<file path="src/gfr_pkg.sv">
// Shared constants of the rate-sensor queue readout and configuration registers.
package gfr_pkg;
	// Register byte addresses on the serial register port.
	localparam logic [7:0] ADDR_ERR     = 8'h02;
	localparam logic [7:0] ADDR_DATA_LO = 8'h12;
	localparam logic [7:0] ADDR_DATA_HI = 8'h17;
	localparam logic [7:0] ADDR_STATUS  = 8'h1B;
	localparam logic [7:0] ADDR_FILL0   = 8'h22;
	localparam logic [7:0] ADDR_FILL1   = 8'h23;
	localparam logic [7:0] ADDR_QPORT   = 8'h24;
	localparam logic [7:0] ADDR_RFCFG   = 8'h42;
	localparam logic [7:0] ADDR_RANGE   = 8'h43;
	localparam logic [7:0] ADDR_QCFG0   = 8'h46;
	localparam logic [7:0] ADDR_QCFG1   = 8'h47;
	localparam logic [7:0] ADDR_CMD     = 8'h7E;
	// Command code that empties the queue.
	localparam logic [7:0] CMD_QFLUSH   = 8'hB0;
	// Reset values.
	localparam logic [6:0] RFCFG_RST    = 7'h28;
	localparam logic [2:0] RANGE_RST    = 3'h0;
	localparam logic [7:0] QCFG0_RST    = 8'h80;
	localparam logic [7:0] QCFG1_RST    = 8'h10;
	// Field positions.
	localparam int         QCFG_HDR_BIT = 4;
	localparam int         DRDY_BIT     = 6;
	localparam int         ODR_LSB      = 0;
	localparam int         BWP_LSB      = 4;
	// Legal code limits and the error code for a bad rate/filter pair.
	localparam logic [3:0] ODR_MIN      = 4'h6;
	localparam logic [3:0] ODR_MAX      = 4'hD;
	localparam logic [2:0] BWP_MAX      = 3'h2;
	localparam logic [2:0] RANGE_MAX    = 3'h4;
	localparam logic [3:0] ERR_CFG      = 4'h6;
	localparam logic [15:0] SENS_X10    = 16'h00A4;
	// Byte returned when no frame is waiting.
	localparam logic [7:0] QEMPTY_BYTE  = 8'h00;
	// Sizes.
	localparam int         FILL_W       = 11;
	localparam int         FRAME_MAX    = 8;
	localparam int         QDEPTH       = 16;
	localparam int         QWORD_W      = 10;
	// Timing: clock rate and slowest legal output rate.
	localparam int         CLK_HZ       = 100_000_000;
	localparam int         ODR_SLOW_HZ  = 25;
	localparam int         SLOW_CYCLES  = CLK_HZ / ODR_SLOW_HZ;
endpackage

</file>
<file path="src/gfr_q_if.sv">
// Byte path between the register logic and its staging queue.
`timescale 1ns/1ps
interface gfr_q_if;
	logic                        wr_valid; // Producer offers a word.
	logic                        wr_ready; // Queue has room.
	logic [gfr_pkg::QWORD_W-1:0] wr_data;  // {last, header, byte}.
	logic                        rd_valid; // Queue holds a word.
	logic                        rd_ready; // Consumer takes it.
	logic [gfr_pkg::QWORD_W-1:0] rd_data;  // Oldest word.
	logic                        flush;    // Empties the queue.
	modport fifo (input wr_valid, wr_data, rd_ready, flush,
		output wr_ready, rd_valid, rd_data);
	modport ctl (output wr_valid, wr_data, rd_ready, flush,
		input wr_ready, rd_valid, rd_data);
endinterface

</file>
<file path="src/gfr_fifo.sv">
// Small show-ahead queue with flush, valid and ready on both sides.
`timescale 1ns/1ps
module gfr_fifo #(
	parameter int W = 10,
	parameter int D = 16
) (
	input  wire logic ref_clk_i,
	input  wire logic rst_i,
	gfr_q_if.fifo     q
);
	localparam int AW = $clog2(D);
	logic [W-1:0]  mem [D];  // Storage.
	logic [AW-1:0] wp;       // Write index.
	logic [AW-1:0] rp;       // Read index.
	logic [AW:0]   cnt;      // Words held.
	logic          rdy;      // Registered room flag.
	wire           push = q.wr_valid & rdy;
	wire           pop  = q.rd_valid & q.rd_ready;
	wire  [AW:0]   next_cnt = cnt + (AW+1)'(push) - (AW+1)'(pop);
	assign q.wr_ready = rdy;
	assign q.rd_valid = (cnt != '0);
	assign q.rd_data  = mem[rp];
	// Storage is written without reset; only the indices, count and room flag need a value.
	always_ff @(posedge ref_clk_i) begin
		if (push)
			mem[wp] <= q.wr_data;
	end
	// Indices wrap naturally because the depth is a power of two.
	always_ff @(posedge ref_clk_i) begin
		if (rst_i || q.flush) begin
			wp  <= '0;
			rp  <= '0;
			cnt <= '0;
			rdy <= 1'b1;
		end else begin
			wp  <= wp + AW'(push);
			rp  <= rp + AW'(pop);
			cnt <= next_cnt;
			rdy <= (next_cnt != (AW+1)'(D));
		end
	end
endmodule

</file>
<file path="src/gfr_regs.sv">
// Queue readout, rate/filter and full-scale registers of the rate sensor.
`timescale 1ns/1ps
module gfr_regs #(
	parameter int SAMPLE_PERIOD_SLOW = gfr_pkg::SLOW_CYCLES
) (
	input  wire logic        ref_clk_i,
	input  wire logic        rst_i,
	input  wire logic [7:0]  reg_addr_i,
	input  wire logic        reg_rd_i,
	input  wire logic        reg_wr_i,
	input  wire logic [7:0]  reg_wdata_i,
	input  wire logic        reg_burst_i,
	output logic      [7:0]  reg_rdata_o,
	input  wire logic        q_wr_valid_i,
	input  wire logic [7:0]  q_wr_data_i,
	input  wire logic        q_wr_hdr_i,
	input  wire logic        q_wr_last_i,
	output logic             q_wr_ready_o,
	input  wire logic        q_frame_wr_i,
	input  wire logic        q_skip_i,
	input  wire logic [3:0]  q_frame_len_i,
	output logic             q_frame_rd_o,
	output logic             q_flush_o,
	output logic             hdr_en_o,
	input  wire logic        sample_rdy_i,
	output logic      [3:0]  odr_code_o,
	output logic      [2:0]  bwp_code_o,
	output logic             cfg_illegal_o,
	output logic             sample_tick_o,
	output logic      [2:0]  range_code_o,
	output logic      [15:0] sens_x10_o
);
	// Reset copies of the two rate/filter fields for the registered outputs.
	localparam logic [3:0] RFCFG_ODR_RST = gfr_pkg::RFCFG_RST[3:0];
	localparam logic [2:0] RFCFG_BWP_RST = gfr_pkg::RFCFG_RST[6:4];

	// Frame buffer states: gathering a frame, or handing it to the host.
	typedef enum logic [1:0] {
		ST_LOAD  = 2'b01,
		ST_SERVE = 2'b10
	} gfr_state_t;

	gfr_q_if qi ();

	// Configuration and status registers.
	logic [6:0]  rfcfg;   // Rate code and bandwidth code.
	logic [2:0]  range;   // Full-scale code.
	logic [7:0]  qcfg0;   // Queue threshold byte, stored only.
	logic [7:0]  qcfg1;   // Queue format flags.
	logic [3:0]  err;     // Error code.
	logic        drdy;    // Sample-ready flag.

	// Fill bookkeeping.
	logic [gfr_pkg::FILL_W-1:0] fill;    // Byte count seen by the host.
	logic [gfr_pkg::FILL_W-1:0] frames;  // Complete frames stored.

	// Frame buffer and its pointers.
	gfr_state_t  state;
	logic [7:0]  fb [gfr_pkg::FRAME_MAX];
	logic [3:0]  fb_len;  // Bytes held in the current frame.
	logic [3:0]  wcnt;    // Bytes gathered so far.
	logic [3:0]  rptr;    // Next byte the host gets.

	// Burst address tracking.
	logic        burst_q;    // A burst has already read once.
	logic [7:0]  brst_addr;  // Address for the next burst read.

	// Output-rate tick counter.
	logic [22:0] tcnt;

	// Burst reads after the first use the tracked address.
	wire [7:0] eff_addr = burst_q ? brst_addr : reg_addr_i;
	wire       qport_hit = (eff_addr == gfr_pkg::ADDR_QPORT);
	wire       burst_end = burst_q & ~reg_burst_i;
	wire       serving   = (state == ST_SERVE);
	// Only burst reads move the frame pointer; a lone read is repeated later.
	wire       qport_rd  = reg_rd_i & reg_burst_i & qport_hit & serving;
	wire       last_byte = (rptr == fb_len - 4'h1);
	wire       frame_done = qport_rd & last_byte;

	// Write decodes.
	wire       wr_rfcfg = reg_wr_i & (reg_addr_i == gfr_pkg::ADDR_RFCFG);
	wire       wr_range = reg_wr_i & (reg_addr_i == gfr_pkg::ADDR_RANGE);
	wire       wr_qcfg0 = reg_wr_i & (reg_addr_i == gfr_pkg::ADDR_QCFG0);
	wire       wr_qcfg1 = reg_wr_i & (reg_addr_i == gfr_pkg::ADDR_QCFG1);
	wire       flush    = reg_wr_i & (reg_addr_i == gfr_pkg::ADDR_CMD)
		& (reg_wdata_i == gfr_pkg::CMD_QFLUSH);

	// Any read inside the rate data window clears the ready flag.
	wire       data_rd = reg_rd_i & (eff_addr >= gfr_pkg::ADDR_DATA_LO)
		& (eff_addr <= gfr_pkg::ADDR_DATA_HI);

	// Field views of the rate/filter register.
	wire [3:0] odr = rfcfg[gfr_pkg::ODR_LSB +: 4];
	wire [2:0] bwp = rfcfg[gfr_pkg::BWP_LSB +: 3];
	wire       odr_bad = (odr < gfr_pkg::ODR_MIN) | (odr > gfr_pkg::ODR_MAX);
	wire       bwp_bad = (bwp > gfr_pkg::BWP_MAX);
	wire       illegal = odr_bad | bwp_bad;

	// Queue hookup: producer words go straight in.
	assign qi.wr_valid = q_wr_valid_i;
	assign qi.wr_data  = {q_wr_last_i, q_wr_hdr_i, q_wr_data_i};
	assign qi.rd_ready = (state == ST_LOAD);
	assign qi.flush    = flush;
	assign q_wr_ready_o = qi.wr_ready;

	// Unpacked queue word.
	wire       w_last = qi.rd_data[9];
	wire       w_hdr  = qi.rd_data[8];
	wire [7:0] w_byte = qi.rd_data[7:0];
	wire       pop    = qi.rd_valid & qi.rd_ready;
	// Header bytes are dropped when headers are turned off.
	wire       keep   = ~w_hdr | qcfg1[gfr_pkg::QCFG_HDR_BIT];
	wire [3:0] next_len = wcnt + {3'h0, keep};

	// Fill arithmetic: one frame or skip frame in, one frame out.
	wire       fill_in  = q_frame_wr_i | q_skip_i;
	wire [gfr_pkg::FILL_W-1:0] add_b =
		fill_in ? {7'h00, q_frame_len_i} : '0;
	wire [gfr_pkg::FILL_W-1:0] sub_b = frame_done ? {7'h00, fb_len} : '0;
	wire [gfr_pkg::FILL_W-1:0] sum_b = fill + add_b;
	wire [gfr_pkg::FILL_W-1:0] next_fill = (sum_b < sub_b) ? '0 : sum_b - sub_b;
	wire       all_read = frame_done & (frames == 11'h001) & ~q_frame_wr_i;

	// Output-rate period: the slowest period halved once per code step.
	wire [31:0] per_full = 32'(SAMPLE_PERIOD_SLOW) >> (odr - gfr_pkg::ODR_MIN);
	wire [22:0] period   = per_full[22:0];

	// Read multiplexer; unused bits read as zero.
	wire [7:0] qbyte = serving ? fb[rptr[2:0]] : gfr_pkg::QEMPTY_BYTE;
	wire [7:0] rd_val =
		(eff_addr == gfr_pkg::ADDR_ERR)    ? {4'h0, err} :
		(eff_addr == gfr_pkg::ADDR_STATUS) ? {1'b0, drdy, 6'h00} :
		(eff_addr == gfr_pkg::ADDR_FILL0)  ? fill[7:0] :
		(eff_addr == gfr_pkg::ADDR_FILL1)  ? {5'h00, fill[10:8]} :
		qport_hit                          ? qbyte :
		(eff_addr == gfr_pkg::ADDR_RFCFG)  ? {1'b0, rfcfg} :
		(eff_addr == gfr_pkg::ADDR_RANGE)  ? {5'h00, range} :
		(eff_addr == gfr_pkg::ADDR_QCFG0)  ? qcfg0 :
		(eff_addr == gfr_pkg::ADDR_QCFG1)  ? qcfg1 : 8'h00;

	// Staging queue between the producer and the frame buffer.
	gfr_fifo #(
		.W (gfr_pkg::QWORD_W),
		.D (gfr_pkg::QDEPTH)
	) u_fifo (
		.ref_clk_i (ref_clk_i),
		.rst_i     (rst_i),
		.q         (qi.fifo)
	);

	// Read data is captured on the strobe and held until the next read.
	always_ff @(posedge ref_clk_i) begin
		if (rst_i)
			reg_rdata_o <= 8'h00;
		else if (reg_rd_i)
			reg_rdata_o <= rd_val;
	end

	// A burst that starts at the queue port stays there.
	always_ff @(posedge ref_clk_i) begin
		if (rst_i || !reg_burst_i) begin
			burst_q   <= 1'b0;
			brst_addr <= 8'h00;
		end else if (reg_rd_i) begin
			burst_q   <= 1'b1;
			brst_addr <= qport_hit ? eff_addr : eff_addr + 8'h01;
		end
	end

	// Host-writable configuration; reserved bits are not stored.
	always_ff @(posedge ref_clk_i) begin
		if (rst_i) begin
			rfcfg <= gfr_pkg::RFCFG_RST;
			range <= gfr_pkg::RANGE_RST;
			qcfg0 <= gfr_pkg::QCFG0_RST;
			qcfg1 <= gfr_pkg::QCFG1_RST;
		end else begin
			if (wr_rfcfg)
				rfcfg <= reg_wdata_i[6:0];
			if (wr_range)
				range <= reg_wdata_i[2:0];
			if (wr_qcfg0)
				qcfg0 <= reg_wdata_i;
			if (wr_qcfg1)
				qcfg1 <= reg_wdata_i & 8'h9F;
		end
	end

	// Error code follows the configuration one cycle later.
	always_ff @(posedge ref_clk_i) begin
		if (rst_i) begin
			err           <= 4'h0;
			cfg_illegal_o <= 1'b0;
		end else begin
			err           <= illegal ? gfr_pkg::ERR_CFG : 4'h0;
			cfg_illegal_o <= illegal;
		end
	end

	// Sample-ready flag; a new sample wins over a clearing read.
	// A range write is deliberately absent here so it never touches the flag.
	always_ff @(posedge ref_clk_i) begin
		if (rst_i)
			drdy <= 1'b0;
		else if (sample_rdy_i)
			drdy <= 1'b1;
		else if (data_rd)
			drdy <= 1'b0;
	end

	// Fill count and stored frame count move only on whole frames.
	always_ff @(posedge ref_clk_i) begin
		if (rst_i || flush) begin
			fill   <= '0;
			frames <= '0;
		end else begin
			fill   <= all_read ? '0 : next_fill;
			frames <= frames + {10'h000, q_frame_wr_i} - {10'h000, frame_done};
		end
	end

	// Frame buffer storage; only the byte of each kept word is stored, its last and header flags are dropped.
	always_ff @(posedge ref_clk_i) begin
		if (pop && keep && wcnt < 4'(gfr_pkg::FRAME_MAX))
			fb[wcnt[2:0]] <= w_byte;
	end

	// Frame sequencer: gather one frame, then serve it until fully read.
	always_ff @(posedge ref_clk_i) begin
		if (rst_i || flush) begin
			state  <= ST_LOAD;
			wcnt   <= 4'h0;
			fb_len <= 4'h0;
		end else begin
			unique case (state)
				ST_LOAD: begin
					if (pop && w_last) begin
						wcnt   <= 4'h0;
						fb_len <= next_len;
						if (next_len != 4'h0)
							state <= ST_SERVE;
					end else if (pop && keep) begin
						wcnt <= next_len;
					end
				end
				ST_SERVE: begin
					if (frame_done)
						state <= ST_LOAD;
				end
			endcase
		end
	end

	// Read pointer; an unfinished burst rewinds to the frame start.
	always_ff @(posedge ref_clk_i) begin
		if (rst_i || flush || frame_done)
			rptr <= 4'h0;
		else if (qport_rd)
			rptr <= rptr + 4'h1;
		else if (burst_end)
			rptr <= 4'h0;
	end

	// Event and configuration outputs.
	always_ff @(posedge ref_clk_i) begin
		if (rst_i) begin
			q_frame_rd_o <= 1'b0;
			q_flush_o    <= 1'b0;
			hdr_en_o     <= 1'b1;
			odr_code_o   <= RFCFG_ODR_RST;
			bwp_code_o   <= RFCFG_BWP_RST;
			range_code_o <= gfr_pkg::RANGE_RST;
			sens_x10_o   <= gfr_pkg::SENS_X10;
		end else begin
			q_frame_rd_o <= frame_done;
			q_flush_o    <= flush;
			hdr_en_o     <= qcfg1[gfr_pkg::QCFG_HDR_BIT];
			odr_code_o   <= odr;
			bwp_code_o   <= bwp;
			range_code_o <= range;
			// Reserved range codes give no sensitivity.
			sens_x10_o   <= (range <= gfr_pkg::RANGE_MAX) ?
				gfr_pkg::SENS_X10 << range : 16'h0000;
		end
	end

	// Sample tick at the chosen rate, one pulse every period cycles;
	// illegal codes stop it and hold the counter at zero.
	always_ff @(posedge ref_clk_i) begin
		if (rst_i || illegal) begin
			tcnt          <= 23'h000000;
			sample_tick_o <= 1'b0;
		end else if (tcnt >= period - 23'h000001) begin
			tcnt          <= 23'h000000;
			sample_tick_o <= 1'b1;
		end else begin
			tcnt          <= tcnt + 23'h000001;
			sample_tick_o <= 1'b0;
		end
	end
endmodule

</file>
<file path="config.mk">
export PLATFORM = sky130hd
export DESIGN_NAME = gfr_regs
export DESIGN_NICKNAME = d
export VERILOG_FILES = /design/src/gfr_pkg.sv /design/src/gfr_q_if.sv /design/src/gfr_fifo.sv /design/src/gfr_regs.sv
export SDC_FILE = /design/constraint.sdc
export NUM_CORES = 1
export LEC_CHECK = 0
export BUFFER_PORTS_ARGS = -buffer_cell sky130_fd_sc_hd__buf_2
export CORE_ASPECT_RATIO = 0.6
export CORE_MARGIN = 4
export CORE_UTILIZATION = 69
export CTS_BUF_LIST = sky130_fd_sc_hd__clkbuf_4 sky130_fd_sc_hd__clkbuf_8
export CTS_CLUSTER_DIAMETER = 100
export DETAILED_ROUTE_END_ITERATION = 12
export PLACE_DENSITY = 0.95
export SETUP_SLACK_MARGIN = 0.3
export SLEW_MARGIN = 25
export SYNTH_ARGS = -nofsm -noshare
export SYNTH_HDL_FRONTEND = slang
export SYNTH_SLANG_ARGS = --single-unit
</file>
<file path="constraint.sdc">
create_clock -name ref_clk_i -period 7.65 [get_ports ref_clk_i]
set_clock_uncertainty 0.15 [all_clocks]
set_input_delay 1.53 -clock ref_clk_i [delete_from_list [all_inputs] [get_ports ref_clk_i]]
set_output_delay 1.53 -clock ref_clk_i [all_outputs]
set_load 0.01 [all_outputs]
</file>
==> out/results.ini <==
[critical_path]
max_stage_delay_ns=0.95
critical_path_class=reg2reg
worstPathMaxFanout=34
r2r_slack_ns=1.42
timing.rr.start=rfcfg[1]
cp_cell_sequence=ha_1, ha_1, nor2_1, a32o_1, or4b_4, nor3_2, nand3_1, o41ai_1, ha_1, and3_1, a221o_1, a221oi_1, nand4_1, nor2_1
path_common_cell=ha_1
crit_path_end_kind=flop
start_kind=flop
crit_arrival_ns=6.59
rr_endpoint=tcnt[1]
required_ns=8.01
worst_path_max_delay_cell=ha_1
crit_family=simple AND/OR/NAND/NOR gates
reg2reg_depth=14
cp_num_buf_inv=0

[place]
dp_cells=1795
dp_hpwl_mm=31.5
place_area_um2=18400
port_buffers=75
gp_congestion=0.940

[pwr]
internal_power_uw=3720
pwr-share-comb_pct=27.1
swShare_pct=32.0
leakagePower_uw=0.00714
clockPowerShare_pct=27.9
power_switching_uw=1750
power_frac_seq_pct=45.0
ir_drop_mv=0.268
power.density_nw_per_um2=281

[synthesis]
yosysWarnings=0
synth_edf_count=224
yosys.area.top_type=edfxtp_1
async_reset_ff_share_pct=0
yosys.area.top_type_share_pct=37.9
ys_types=91
ys_ff_latch=370
ys_seq_area_share_pct=54.4
syn_area_per_cell_um2=12.3
ys.flop_type=edfxtp_1
yosys-top-cells-area=edfxtp_1 (38%), dfxtp_1 (16%), mux4_2 (8.6%)
netlist_area_um2=17700
syn_inst=1442

[sta]
hold_slack_ns=0.325
period_share_pct=81.4
grt_setup_unrepaired=no
fmax_mhz=161
worst_pin_slew_ns=0.994
relSlewSlack_pct=33.7
fin_tns_setup_ns=0
min_period_ns=6.23
setup_viol=0
report.final.slew_viol_count=0
final-hold-violation-count=0

[clocking]
insertion_delay_ns=0.62
clkSinkCount=370
cts_hold_buf=0
cts_tree=yes
cts_root_buf=clkbuf_8
path_clk_slew_ns=0.07
cts_resized=0
cts_buffers=50
postCtsSetupBuffers=0
htree_levels=2
clockBufferDepth=3

[detailed_routing]
wire_per_inst_um=24.2
wl_mm=45.6
ant_nets=0
first_iter_violations=2274
vias_per_cell=6.80
drt_drc_violations_left=0
dr.pass1.iters=7
vias=12800

[die]
die_y_um=132
dieArea_um2=28400
fp.coreArea_um2=25300
die_x_um=215
rows=45
initial_core_util_pct=70.2
pin_count=79

[global_routing]
grt_start_max_net_pins=59
antenna_found_initial=0
grt_pass1_vias=12600
grt_usage_pct=31.8
use_met3_pct=7.42
grt-busiest-layer=met2
overflow=0
grt_pass1_wl_mm=70.9
grt_use_met2_pct=48.7
groute.layer.met1.usage_pct=46.1

[cells_and_area]
fin_cells=1885
syn_to_final_growth_pct=9.37
drive_gt1_share_pct=19.1
final_net_count=1639
fin_area_um2=19400
diodes=0

[worst_hold_path]
hold_end=qcfg0[7]
worstHoldPathCells=1
min_from=qcfg0[7]
hp-class=reg2reg

[status]
status=finished, final reports clean

[run]
cap_violations=0

-- layer usage --
| layer | share of wire, % | vias to the layer above | wire (µm) |
|---|---|---|---|
| met5 | 0 | - | 0 |
| met4 | 3.4 | 0 | 1570 |
| met3 | 13 | 167 | 5900 |
| met2 | 45 | 1030 | 20500 |
| met1 | 39 | 6138 | 17700 |
| li1 | - | 5490 | - |
-- cells in the mapped netlist, drive strengths merged, types with 5 or more instances --
| cell type | number |
|---|---|
| clkbuf | 45 |
| mux2i | 41 |
| nor2b | 18 |
| nor3 | 33 |
| nand4 | 16 |
| dfxtp | 146 |
| or2 | 6 |
| nor4 | 10 |
| nor2 | 157 |
| o21bai | 6 |
| a31oi | 9 |
| nand3b | 10 |
| ha | 78 |
| mux4 | 68 |
| a211oi | 12 |
| a21o | 20 |
| a311oi | 5 |
| nand2b | 17 |
| edfxtp | 224 |
| o21ai | 29 |
| nor3b | 6 |
| and2 | 17 |
| nand2 | 74 |
| or3 | 11 |
| nand3 | 42 |
| xnor2 | 42 |
| xor2 | 30 |
| inv | 71 |
| buf | 26 |
| mux2 | 17 |
| o211ai | 6 |
| a21oi | 50 |
| and3 | 7 |
| o21a | 10 |
| a211o | 5 |
-- how the worst max path moves through the flow --
stage | startpoint | endpoint | slack, ns | cells after the start
final | rfcfg[1] | tcnt[1] | 1.42 | 14
after global routing | rfcfg[1] | tcnt[13] | 1.19 | 14
after CTS | rfcfg[1] | tcnt[1] | 1.53 | 14
after detailed placement | rfcfg[1] | tcnt[13] | 1.54 | 14
after global placement | rfcfg[1] | tcnt[13] | 1.88 | 15
after floorplan | reg_addr_i[2] | frames[10] | 2.42 | 19
-- power by group through the flow --
stage / Clock [µW] / Combinational (µW) / Sequential [µW]
5_1_grt: 1640 / 1590 / 2470
6_report: 1530 / 1480 / 2460
3_5_place_dp: 0 / 1400 / 2490
4_1_cts: 1530 / 1440 / 2450
2_1_floorplan: 0 / 1070 / 2410
3_3_place_gp: 0 / 1280 / 2470
-- cells by family after synthesis --
family	synth area share [%]
multiplexers	12.0
AO/OA/AOI/OAI	8.14
XOR/XNOR	3.55
AND/OR/NAND/NOR	12.6
other	0.0423
flip-flops	54.4
adder cells (fa/ha/maj)	5.95
buffers and inverters	3.29
-- stage by stage --
| step | total power [µW] | util [%] | setup WS [ns] |
|---|---|---|---|
| global placement | 3750 | 72.6 | 1.88 |
| finish | 5460 | 76.8 | 1.42 |
| global route | 5690 | 76.8 | 1.19 |
| floorplan | 3480 | - | 2.42 |
| CTS | 5410 | 76.7 | 1.53 |
| detailed placement | 3890 | 72.7 | 1.54 |
-- registers in the layout (all words and copies together), names as in the netlist, 6 cells and up, named ones only --
name and count:
brst_addr 8, fb 64, fill 11, frames 11
qcfg0 8, qcfg1 6, reg_rdata_o 8, rfcfg 7
sens_x10_o 13, tcnt 23, u_fifo.mem 160
-- cell type report --
cell class                      instances  area [µm²]
Timing Repair Buffer                   93         510
Sequential cell                       370        9650
Multi-Input combinational cell        932        7560
Clock buffer                           69         868
Fill cell                            1382        5870
Inverter                               71         267
Tap cell                              329         412
Clock inverter                         21         135
-- cell usage in the layout, fill, tap and decap left out, drive strengths merged, types with 41 or more instances in the layout --
master and instances:
edfxtp 224, buf 93, inv 74, clkbuf 69
ha 78, a21oi 50, dfxtp 146, mux4 68
mux2i 41, nor2 157, nand3 42, xnor2 42
nand2 74
No activity file was read; power rests on OpenSTA's default activity.
